--- src/verilog/tsp_pkg.sv ---
// Package holding constants and types of the timer with shared prescaler
package tsp_pkg;
	localparam logic [7:0] TIMER_COUNT_ADDR = 8'h01;
	localparam int CFG_WIDTH = 6;
	localparam logic [5:0] CFG_RESET = 6'h3f;
	localparam int CFG_CS_BIT = 5;
	localparam int CFG_SE_BIT = 4;
	localparam int CFG_PSA_BIT = 3;
	localparam logic [7:0] PRESCALE_RESET = 8'h00;
	localparam logic [7:0] COUNT_RESET = 8'h00;
	localparam logic [1:0] INHIBIT_CYCLES = 2'h2;
	localparam logic [1:0] PHASE_TWO = 2'h1;
	localparam logic [1:0] PHASE_FOUR = 2'h3;
	localparam int EXT_HIGH_MIN_NS = 20;
	localparam int EXT_PRESCALED_MIN_NS = 40;
	localparam int EXT_PULSE_MIN_NS = 10;

	typedef struct packed {
		logic clock_source_select;
		logic source_edge_select;
		logic scaler_assign;
		logic [2:0] scaler_ratio;
	} tsp_cfg_t;

	typedef struct packed {
		logic wr;
		logic rd;
		logic [7:0] addr;
		logic [7:0] wdata;
	} tsp_req_t;
endpackage

--- src/verilog/tsp_timer.sv ---
// Timer/counter with a prescaler shared with the watchdog
// Behaviour
// Eight-bit count register, readable and writable
// Select low: count each instruction cycle
// Write inhibits counting for two cycles
// Select high: count external input edges
// Edge select: zero rising, one falling
// Prescaler to timer or watchdog, never both
// Timer ratios from 1:2 up to 1:256
// Timer divides 2^(n+1), watchdog 2^n
// Prescaler is one eight-bit counter
// Prescaler count hidden from the processor
// Count write clears prescaler when timer-assigned
// Watchdog clear clears prescaler when watchdog-assigned
// Reset forces prescaler to zero
// Source sampled on phases two and four
// External input divided before synchronisation
// Source holds unscaled input high/low long enough
// Source meets prescaled period and pulse width
// Count increments after synchronised edge
// Program follows sequence moving prescaler to watchdog
// Program clears watchdog before moving prescaler back
`timescale 1ns/1ps
module tsp_timer (
	input wire logic i_core_clk,
	input wire logic i_resetn,
	input wire logic [1:0] i_phase,
	input wire tsp_pkg::tsp_req_t i_req,
	input wire logic i_cfg_wr,
	input wire logic [5:0] i_cfg_wdata,
	input wire logic i_watchdog_clear_instr,
	input wire logic i_watchdog_tick,
	input wire logic i_ext_count_input,
	output logic [7:0] o_rdata,
	output logic o_rdata_valid,
	output logic o_watchdog_timeout_tick,
	output logic o_watchdog_clear
);
	tsp_pkg::tsp_cfg_t cfg, next_cfg;
	logic [7:0] timer_count_reg, next_timer_count_reg;
	logic [7:0] prescale, next_prescale;
	logic [1:0] inhibit, next_inhibit;
	logic ext_prev, next_ext_prev;
	logic sync_q, next_sync_q;
	logic sync_prev, next_sync_prev;
	logic [7:0] rdata, next_rdata;
	logic rvalid, next_rvalid;
	logic wdt_tick_out, next_wdt_tick_out;

	logic count_wr;
	logic ext_edge;
	logic timer_scaled;
	logic cycle_tick;
	logic scaler_clk;
	logic [7:0] prescale_inc;
	logic scaled_bit;
	logic src_level;
	logic sample;
	logic sync_rise;
	logic timer_inc;
	logic prescale_clear;

	assign count_wr = i_req.wr && (i_req.addr == tsp_pkg::TIMER_COUNT_ADDR);
	assign timer_scaled = !cfg.scaler_assign;
	assign cycle_tick = (i_phase == tsp_pkg::PHASE_FOUR);
	// Active edge of the external pin: rising or falling per edge select
	assign ext_edge = cfg.source_edge_select ? (ext_prev && !i_ext_count_input) :
		(!ext_prev && i_ext_count_input);
	// Event that clocks the shared counter
	assign scaler_clk = timer_scaled ? (cfg.clock_source_select ? ext_edge : cycle_tick) :
		i_watchdog_tick;
	assign prescale_inc = prescale + 8'h01;
	// Timer tap: bit n gives 2^(n+1); watchdog tap: 2^n via the previous bit
	assign scaled_bit = prescale[cfg.scaler_ratio];
	// Divided output is a symmetric square wave; unscaled uses the raw pin,
	// inverted for falling-edge select so the counting edge always rises
	assign src_level = cfg.clock_source_select ?
		(timer_scaled ? scaled_bit : (i_ext_count_input ^ cfg.source_edge_select)) : 1'b0;
	assign sample = (i_phase == tsp_pkg::PHASE_TWO) || (i_phase == tsp_pkg::PHASE_FOUR);
	// Qualified by the sample strobe so that one rise counts exactly once
	assign sync_rise = sample && sync_q && !sync_prev;
	assign prescale_clear = (count_wr && timer_scaled) ||
		(i_watchdog_clear_instr && cfg.scaler_assign);

	always_comb begin
		timer_inc = 1'b0;
		if (cfg.clock_source_select) begin
			timer_inc = sync_rise;
		end else if (timer_scaled) begin
			timer_inc = cycle_tick && (prescale_inc[cfg.scaler_ratio] && !prescale[cfg.scaler_ratio]);
		end else begin
			timer_inc = cycle_tick;
		end
	end

	// Configuration written by the option instruction
	always_comb begin
		next_cfg = cfg;
		if (i_cfg_wr) begin
			next_cfg = tsp_pkg::tsp_cfg_t'(i_cfg_wdata);
		end
	end

	always_ff @(posedge i_core_clk) begin
		if (!i_resetn) begin
			cfg <= tsp_pkg::tsp_cfg_t'(tsp_pkg::CFG_RESET);
		end else begin
			cfg <= next_cfg;
		end
	end

	// Shared prescaler: its owner's clear wins over its owner's count event
	always_comb begin
		next_prescale = prescale;
		if (prescale_clear) begin
			next_prescale = tsp_pkg::PRESCALE_RESET;
		end else if (scaler_clk) begin
			next_prescale = prescale_inc;
		end
	end

	always_ff @(posedge i_core_clk) begin
		if (!i_resetn) begin
			prescale <= tsp_pkg::PRESCALE_RESET;
		end else begin
			prescale <= next_prescale;
		end
	end

	// Pin history for edge detection and the phase sampler of the count source
	always_comb begin
		next_ext_prev = i_ext_count_input;
		next_sync_q = sync_q;
		next_sync_prev = sync_prev;
		if (sample) begin
			next_sync_q = src_level;
			next_sync_prev = sync_q;
		end
	end

	// Sampler starts high so that no rise is seen straight after reset
	always_ff @(posedge i_core_clk) begin
		if (!i_resetn) begin
			ext_prev <= 1'b0;
			sync_q <= 1'b1;
			sync_prev <= 1'b1;
		end else begin
			ext_prev <= next_ext_prev;
			sync_q <= next_sync_q;
			sync_prev <= next_sync_prev;
		end
	end

	// Count register and the post-write inhibit; a write wins over an increment
	always_comb begin
		next_timer_count_reg = timer_count_reg;
		next_inhibit = inhibit;
		if (count_wr) begin
			next_timer_count_reg = i_req.wdata;
			next_inhibit = tsp_pkg::INHIBIT_CYCLES;
		end else begin
			if (timer_inc && inhibit == 2'h0) begin
				next_timer_count_reg = timer_count_reg + 8'h01;
			end
			if (cycle_tick && inhibit != 2'h0) begin
				next_inhibit = inhibit - 2'h1;
			end
		end
	end

	always_ff @(posedge i_core_clk) begin
		if (!i_resetn) begin
			timer_count_reg <= tsp_pkg::COUNT_RESET;
			inhibit <= 2'h0;
		end else begin
			timer_count_reg <= next_timer_count_reg;
			inhibit <= next_inhibit;
		end
	end

	// Only the count register is readable; the prescaler never is
	always_comb begin
		next_rdata = rdata;
		next_rvalid = 1'b0;
		if (i_req.rd) begin
			next_rvalid = 1'b1;
			next_rdata = (i_req.addr == tsp_pkg::TIMER_COUNT_ADDR) ? timer_count_reg : 8'h00;
		end
	end

	always_ff @(posedge i_core_clk) begin
		if (!i_resetn) begin
			rdata <= 8'h00;
			rvalid <= 1'b0;
		end else begin
			rdata <= next_rdata;
			rvalid <= next_rvalid;
		end
	end

	// Watchdog postscaler output: ratio 0 passes ticks, ratio n taps bit n-1
	always_comb begin
		next_wdt_tick_out = i_watchdog_tick;
		if (cfg.scaler_assign && cfg.scaler_ratio != 3'h0) begin
			next_wdt_tick_out = i_watchdog_tick && prescale_inc[cfg.scaler_ratio - 3'h1] &&
				!prescale[cfg.scaler_ratio - 3'h1];
		end
	end

	always_ff @(posedge i_core_clk) begin
		if (!i_resetn) begin
			wdt_tick_out <= 1'b0;
		end else begin
			wdt_tick_out <= next_wdt_tick_out;
		end
	end

	assign o_rdata = rdata;
	assign o_rdata_valid = rvalid;
	assign o_watchdog_timeout_tick = wdt_tick_out;
	assign o_watchdog_clear = i_watchdog_clear_instr;

	a_write_loads_count: assert property (@(posedge i_core_clk) disable iff (!i_resetn)
		count_wr |=> timer_count_reg == $past(i_req.wdata)) else $error("count write not loaded");
	a_inhibit_after_write: assert property (@(posedge i_core_clk) disable iff (!i_resetn)
		count_wr ##1 !count_wr |=> timer_count_reg == $past(timer_count_reg)) else $error("count moved after write");
	a_timer_clear_scaler: assert property (@(posedge i_core_clk) disable iff (!i_resetn)
		count_wr && !cfg.scaler_assign |=> prescale == 8'h00) else $error("prescaler not cleared");
	a_wdt_clear_scaler: assert property (@(posedge i_core_clk) disable iff (!i_resetn)
		i_watchdog_clear_instr && cfg.scaler_assign |=> prescale == 8'h00) else $error("prescaler kept on clear");
	a_reset_scaler_zero: assert property (@(posedge i_core_clk)
		!i_resetn |=> prescale == 8'h00) else $error("prescaler not zero after reset");
	a_sync_only_phases: assert property (@(posedge i_core_clk) disable iff (!i_resetn)
		!sample |=> sync_q == $past(sync_q)) else $error("sync sampled off phase");
	a_count_step_one: assert property (@(posedge i_core_clk) disable iff (!i_resetn)
		!$past(count_wr) && timer_count_reg != $past(timer_count_reg) |->
		timer_count_reg == $past(timer_count_reg) + 8'h01)
		else $error("count jumped");
	a_ext_needs_sync: assert property (@(posedge i_core_clk) disable iff (!i_resetn)
		cfg.clock_source_select && !count_wr && !sync_rise |=> timer_count_reg == $past(timer_count_reg))
		else $error("external count without edge");
	a_read_hides_scaler: assert property (@(posedge i_core_clk) disable iff (!i_resetn)
		i_req.rd && i_req.addr != tsp_pkg::TIMER_COUNT_ADDR |=> o_rdata == 8'h00) else $error("other read nonzero");

	// Register bus answers, count reset and configuration load
	a_read_valid_pulse: assert property (@(posedge i_core_clk) disable iff (!i_resetn)
		i_req.rd |=> o_rdata_valid) else $error("read not answered");
	a_read_returns_count: assert property (@(posedge i_core_clk) disable iff (!i_resetn)
		i_req.rd && i_req.addr == tsp_pkg::TIMER_COUNT_ADDR |=> o_rdata == $past(timer_count_reg))
		else $error("read data not count");
	a_reset_count_zero: assert property (@(posedge i_core_clk)
		!i_resetn |=> timer_count_reg == tsp_pkg::COUNT_RESET) else $error("count not reset");
	a_config_loads: assert property (@(posedge i_core_clk) disable iff (!i_resetn)
		i_cfg_wr |=> cfg == $past(i_cfg_wdata)) else $error("config not loaded");

	// Post-write inhibit
	a_write_sets_inhibit: assert property (@(posedge i_core_clk) disable iff (!i_resetn)
		count_wr |=> inhibit == tsp_pkg::INHIBIT_CYCLES) else $error("inhibit not armed");
	a_inhibit_holds_count: assert property (@(posedge i_core_clk) disable iff (!i_resetn)
		inhibit != 2'h0 && !count_wr |=> timer_count_reg == $past(timer_count_reg))
		else $error("count moved while inhibited");
	a_inhibit_only_decays: assert property (@(posedge i_core_clk) disable iff (!i_resetn)
		inhibit != 2'h0 && !count_wr |=> inhibit <= $past(inhibit)) else $error("inhibit grew");

	// Timer mode counting
	a_timer_mode_tick: assert property (@(posedge i_core_clk) disable iff (!i_resetn)
		!cfg.clock_source_select && cfg.scaler_assign && !count_wr && inhibit == 2'h0 && cycle_tick
		|=> timer_count_reg == $past(timer_count_reg) + 8'h01) else $error("timer tick missed");
	a_timer_mode_idle: assert property (@(posedge i_core_clk) disable iff (!i_resetn)
		!cfg.clock_source_select && !cycle_tick && !count_wr |=> timer_count_reg == $past(timer_count_reg))
		else $error("timer moved off tick");
	a_scaled_timer_tap: assert property (@(posedge i_core_clk) disable iff (!i_resetn)
		!cfg.clock_source_select && !cfg.scaler_assign && !count_wr && inhibit == 2'h0 && cycle_tick &&
		prescale_inc[cfg.scaler_ratio] && !prescale[cfg.scaler_ratio]
		|=> timer_count_reg == $past(timer_count_reg) + 8'h01) else $error("scaled tick missed");

	// Prescaler ownership and stepping
	a_scaler_step_one: assert property (@(posedge i_core_clk) disable iff (!i_resetn)
		!prescale_clear && scaler_clk |=> prescale == $past(prescale) + 8'h01) else $error("prescaler step wrong");
	a_scaler_owner_wdt: assert property (@(posedge i_core_clk) disable iff (!i_resetn)
		cfg.scaler_assign && !i_watchdog_tick && !i_watchdog_clear_instr |=> prescale == $past(prescale))
		else $error("prescaler moved without watchdog tick");
	a_ext_edge_scaler: assert property (@(posedge i_core_clk) disable iff (!i_resetn)
		cfg.clock_source_select && !cfg.scaler_assign && ext_edge && !prescale_clear
		|=> prescale == $past(prescale) + 8'h01) else $error("pin edge not divided");
	a_wdt_unscaled: assert property (@(posedge i_core_clk) disable iff (!i_resetn)
		!cfg.scaler_assign |=> o_watchdog_timeout_tick == $past(i_watchdog_tick))
		else $error("watchdog tick not passed");
	a_wdt_tick_needed: assert property (@(posedge i_core_clk) disable iff (!i_resetn)
		!i_watchdog_tick |=> !o_watchdog_timeout_tick) else $error("watchdog tick without input");

	// External count path
	a_sync_samples_level: assert property (@(posedge i_core_clk) disable iff (!i_resetn)
		sample |=> sync_q == $past(src_level)) else $error("sampler missed level");
	a_ext_edge_inc: assert property (@(posedge i_core_clk) disable iff (!i_resetn)
		cfg.clock_source_select && sync_rise && inhibit == 2'h0 && !count_wr
		|=> timer_count_reg == $past(timer_count_reg) + 8'h01) else $error("synchronised edge not counted");
endmodule // tsp_timer
--- config.mk ---
export PLATFORM = sky130hd
export DESIGN_NAME = tsp_timer
export DESIGN_NICKNAME = d
export VERILOG_FILES = /design/src/verilog/tsp_pkg.sv /design/src/verilog/tsp_timer.sv
export SDC_FILE = /design/constraint.sdc
export NUM_CORES = 1
export LEC_CHECK = 0
export ABC_CLOCK_PERIOD_IN_PS = 2100
export BUFFER_PORTS_ARGS = -buffer_cell sky130_fd_sc_hd__buf_2
export CAP_MARGIN = 30
export CORE_ASPECT_RATIO = 1.1
export CORE_UTILIZATION = 49
export CTS_CLUSTER_DIAMETER = 60
export DETAILED_ROUTE_END_ITERATION = 6
export GPL_TIMING_DRIVEN = 0
export PLACE_DENSITY = 0.85
export SLEW_MARGIN = 20
export SYNTH_ARGS = -nofsm -noshare
export SYNTH_HDL_FRONTEND = slang
export SYNTH_SLANG_ARGS = --single-unit
--- constraint.sdc ---
create_clock -name i_core_clk -period 2.1 [get_ports i_core_clk]
set_input_delay 0.21 -clock i_core_clk [delete_from_list [all_inputs] [get_ports i_core_clk]]
set_output_delay 0.21 -clock i_core_clk [all_outputs]
set_load 0.01 [all_outputs]
==> flow_summary.html <==
<table>
<tr><th>Metric</th><th>Value</th></tr>
<tr><th colspan="2">Finish</th></tr>
<tr><td>Combined area of the multi-input logic cells</td><td>approximately 1300 um2</td></tr>
<tr><td>Fill count</td><td>approximately 360</td></tr>
<tr><td>Register cell area after layout</td><td>752.0 um2</td></tr>
<tr><td>Final Net Count</td><td>~350</td></tr>
<tr><td>Antenna Diode Count</td><td>0</td></tr>
<tr><td>Proportion of layout cells with a drive suffix above 1</td><td>between 20% and 30%</td></tr>
<tr><td>Synthesis-to-finish area growth</td><td>26.75%</td></tr>
<tr><th colspan="2">Outcome</th></tr>
<tr><td>Status</td><td>complete, but fails checks</td></tr>
<tr><td>Failing checks</td><td>negative setup slack</td></tr>
<tr><th colspan="2">Global routing</th></tr>
<tr><td>Wire length of the first global-routing pass</td><td>around 8100 um</td></tr>
<tr><td>Pin count of the biggest net entering global routing</td><td>12</td></tr>
<tr><td>Sum of overflow across all layers after global routing</td><td>0</td></tr>
<tr><td>Vias in the first global route</td><td>between 1500 and 2000</td></tr>
<tr><td>Overall routing resource usage</td><td>a little under a quarter</td></tr>
<tr><td>Initial antenna violation count</td><td>0</td></tr>
<tr><th colspan="2">Power</th></tr>
<tr><td>Switching power as a share of total power</td><td>roughly 25%</td></tr>
<tr><td>Switching power total</td><td>0.0003705 W</td></tr>
<tr><td>Logic gate share of total power</td><td>approximately 14%</td></tr>
<tr><td>IR Drop Worst-Case VDD</td><td>roughly 420 uV</td></tr>
<tr><td>Portion of total power attributed to the clock network</td><td>36.3%</td></tr>
<tr><td>Internal</td><td>between 0.001 and 0.0015 W</td></tr>
<tr><td>Power density over the cells</td><td>about 560 nW/um2</td></tr>
<tr><td>Share of power burned in registers</td><td>a little under 50%</td></tr>
<tr><td>Total leakage power</td><td>0.9836 nW</td></tr>
<tr><td>Power after layout</td><td>between 0.001 and 0.0015 W</td></tr>
<tr><th colspan="2">Timing</th></tr>
<tr><td>Normalized max-slew margin</td><td>55.34%</td></tr>
<tr><td>Final number of hold-violating endpoints</td><td>0</td></tr>
<tr><td>RSZ-0062 raised after global routing</td><td>true</td></tr>
<tr><td>Max Fclk</td><td>between 0.4 and 0.5 GHz</td></tr>
<tr><td>Skew final</td><td>roughly 1.8 ps</td></tr>
<tr><td>Post-route clock period utilization</td><td>106.0%</td></tr>
<tr><td>Pin slew with the least headroom to its limit</td><td>about 670 ps</td></tr>
<tr><td>Final Setup Violations</td><td>7</td></tr>
<tr><td>Period minus WS final</td><td>approximately 2200 ps</td></tr>
<tr><td>Final number of max-transition violations</td><td>0</td></tr>
<tr><td>Post-route worst setup slack</td><td>-126.4 ps</td></tr>
<tr><th colspan="2">Detailed routing</th></tr>
<tr><td>Via density per instance</td><td>5.622</td></tr>
<tr><td>DR DRC count</td><td>0</td></tr>
<tr><td>Detailed-routing iteration count for the pre-antenna-repair pass</td><td>4</td></tr>
<tr><td>Iter 0 DRT Violations</td><td>~180</td></tr>
<tr><td>Total length of routed wires</td><td>~4900 um</td></tr>
<tr><td>Number of nets still failing antenna checks after routing</td><td>0</td></tr>
<tr><td>Average wire length per cell after detail routing</td><td>roughly 14 um</td></tr>
<tr><td>Overall via count from detail_route</td><td>around 2000</td></tr>
<tr><th colspan="2">Setup path</th></tr>
<tr><td>Worst path required time</td><td>roughly 2300 ps</td></tr>
<tr><td>CP Max Fanout</td><td>6</td></tr>
<tr><td>Critical path startpoint category</td><td>flop</td></tr>
<tr><td>Worst Path Arrival</td><td>roughly 2400 ps</td></tr>
<tr><td>CP Capture Type</td><td>flop</td></tr>
<tr><td>Path type of the worst setup path</td><td>flop to flop</td></tr>
<tr><th colspan="2">Synthesis</th></tr>
<tr><td>Syn avg cell area</td><td>around 8 um2</td></tr>
<tr><td>Count of mapped cells out of synthesis</td><td>254</td></tr>
<tr><td>Fraction of the yosys area taken by sequential cells</td><td>a little over a third</td></tr>
<tr><td>Ys async rst share</td><td>0%</td></tr>
<tr><td>Simple-gate portion of the synthesized area</td><td>between 20 and 30%</td></tr>
<tr><td>Number of different library cells in the post-synthesis netlist</td><td>47</td></tr>
<tr><td>Share of synthesized area spent on multiplexers</td><td>6.024%</td></tr>
<tr><td>Dominant combinational cell family by area after synthesis</td><td>simple AND/OR/NAND/NOR gates</td></tr>
<tr><td>Compound-gate portion of the synthesized area</td><td>20.90%</td></tr>
<tr><td>Number of warnings printed during yosys synthesis</td><td>0</td></tr>
<tr><td>Post-synthesis instance area</td><td>between 2000 and 2500 um2</td></tr>
<tr><td>Flip-flop and latch count after synthesis</td><td>37</td></tr>
<tr><td>Adder-cell share of the synthesized area</td><td>roughly 3%</td></tr>
<tr><td>Number of nets in the synthesized netlist</td><td>around 290</td></tr>
<tr><td>Post-Synth XOR/XNOR Area</td><td>3.373%</td></tr>
<tr><td>EDFF count, synth</td><td>0</td></tr>
<tr><td>Flip-flop cell with the highest count after synthesis</td><td>dfxtp_1</td></tr>
<tr><th colspan="2">CTS</th></tr>
<tr><td>CTS tree</td><td>done</td></tr>
<tr><td>Number of sinks on the clock net</td><td>37</td></tr>
<tr><td>CTS Root Cell</td><td>clkbuf_8</td></tr>
<tr><td>Htree depth</td><td>2</td></tr>
<tr><td>Number of buffers inserted for hold repair after clock tree synthesis</td><td>0</td></tr>
<tr><td>Register clock-pin slew on the reported worst setup and hold paths</td><td>~70 ps</td></tr>
<tr><td>Maximum root-to-sink buffer count</td><td>2</td></tr>
<tr><td>Worst-skew pair later-pin latency</td><td>280 ps</td></tr>
<tr><td>Inserted Clock Buffers</td><td>5</td></tr>
<tr><th colspan="2">Die</th></tr>
<tr><td>Site Rows</td><td>24</td></tr>
<tr><td>Die footprint</td><td>between 4000 and 5000 um2</td></tr>
<tr><td>Io pins</td><td>between 40 and 50</td></tr>
<tr><td>Height of the die</td><td>around 70 um</td></tr>
<tr><td>Floorplan core area</td><td>between 4000 and 5000 um2</td></tr>
<tr><td>Die Span X</td><td>around 64 um</td></tr>
<tr><td>Starting utilization of the core area</td><td>around half</td></tr>
<tr><th colspan="2">Flow run</th></tr>
<tr><td>Number of maximum-capacitance violations</td><td>0</td></tr>
<tr><th colspan="2">Place</th></tr>
<tr><td>Placed wire-length estimate</td><td>around 3300 um</td></tr>
<tr><td>Port-buffer cells</td><td>41</td></tr>
<tr><td>Post-place setup slack</td><td>-281.5 ps</td></tr>
<tr><td>Gpl congestion</td><td>~0.90</td></tr>
<tr><th colspan="2">Worst hold path</th></tr>
<tr><td>Hold crit path type</td><td>input pin to flop</td></tr>
</table>
[routing by layer]
layer	global-route usage (%)	routed length [um]	vias up
met2	39.83	2495	52
met1	26.46	2183	951
met4	9.091	60	0
met5	0	0	-
li1	-	-	1025
met3	5.065	173	7
[metrics by stage]
stage          utilization, %  instances  TNS [ps]  area (um2)  hold slack, ps
6_report                65.42        362    -692.9        2633           136.4
5_1_grt                 65.42        362     -1532        2633           148.0
4_1_cts                 64.30        361    -464.7        2587           134.0
3_5_place_dp            58.71        347     -1778        2362           431.6
3_3_place_gp            58.71        347     -1331        2362           422.9
2_1_floorplan               -        254    -24.38        2092           326.1
[power groups by stage]
stage          registers (W)  logic [W]  clock network (W)
2_1_floorplan       0.000746   0.000117                  0
3_3_place_gp        0.000748   0.000175                  0
3_5_place_dp        0.000749   0.000180                  0
4_1_cts             0.000736   0.000202           0.000551
5_1_grt             0.000738   0.000231           0.000576
6_report            0.000736   0.000210           0.000539
[worst max-delay path, cell delays in order, from the launching register on]
cell and delay [ps]:
dfxtp_4 380, ha_4 180, nand2b_4 60, a221o_1 330, o221ai_2 160, o31a_1 230
a41oi_4 170, buf_6 180, or3_1 300, a31oi_1 160
[Yosys cell counts (all sizes together) (2+ instances only)]
library cell,n,share of area [%]
xor2,2,0.84
nand2b,11,3.3
nor2b,3,0.90
clkbuf,12,2.2
nor2,10,1.8
nand4,4,1.2
and3,2,0.60
a21oi,15,3.6
xnor2,6,2.5
mux2i,8,3.9
o211ai,4,1.4
inv,9,1.6
nor4,2,0.60
nor3,5,1.2
a211oi,3,1.1
o21ai,21,5.1
ha,5,3.0
or3,9,2.7
dfxtp,37,36
a41oi,2,1.2
o32ai,2,0.84
a21boi,10,3.6
mux4,2,2.2
nand4b,2,0.84
a31oi,4,1.2
buf,5,1.6
nand2,29,5.2
nand3,15,4.2
and2,3,0.90
[path summary, 6_finish.rpt]
check / startpoint / to / slack, ps / cells past startpoint
worst max-delay path: prescale[1] / timer_count_reg[4] / -130 / 9
worst min-delay path: i_cfg_wdata[3] / cfg[3] / 140 / 3
worst max register to register: prescale[1] / timer_count_reg[4] / -130 / 9
worst min register to register: sync_prev / sync_prev / 480 / 2
[cells by family (layout without fill, tap and decap cells)]
kind of cell | after synthesis | in the layout
xor+xnor | 8 | 8
buf+inv | 26 | 82
mux | 10 | 10
compound gates | 68 | 68
fa+ha+maj | 5 | 5
simple gates | 100 | 100
flops | 37 | 37
[cell usage in the layout (no fill, tap or decap), types with 3 or more instances in the layout]
cell and instances:
o21ai_1 3, mux2i_1 7, inv_1 8, dfxtp_1 32, and2_1 3, or3_1 8, dfxtp_2 3, nand4_1 4
buf_4 5, a31oi_1 4, nor3_1 5, clkbuf_8 7, ha_1 3, buf_2 42, buf_6 6, o211ai_1 4
o21ai_0 18, a21boi_0 9, nor2b_1 3, nand3_1 14, a21oi_1 14, nand2_1 28, clkbuf_1 10, nor2_1 10
xnor2_1 6, nand2b_1 10
[layout make-up]
class / instances / area share [%]
Timing Repair Buffer: 49 / 10.41
Buffer: 16 / 3.422
Multi-Input combinational cell: 191 / 49.86
Clock inverter: 1 / 0.1901
Inverter: 9 / 1.426
Sequential cell: 37 / 28.56
Clock buffer: 7 / 3.660
Tap cell: 52 / 2.471
[repair_timing]
| action | 4_1_cts | 5_1_grt |
|---|---|---|
| setup endpoints to repair | 9 | 9 |
| buffers inserted | 6 | 1 |
| cloned | 1 | 0 |
| gates resized for setup | 21 | 10 |
| pin swaps | 9 | 14 |
Power figures use the tool's default switching activity.
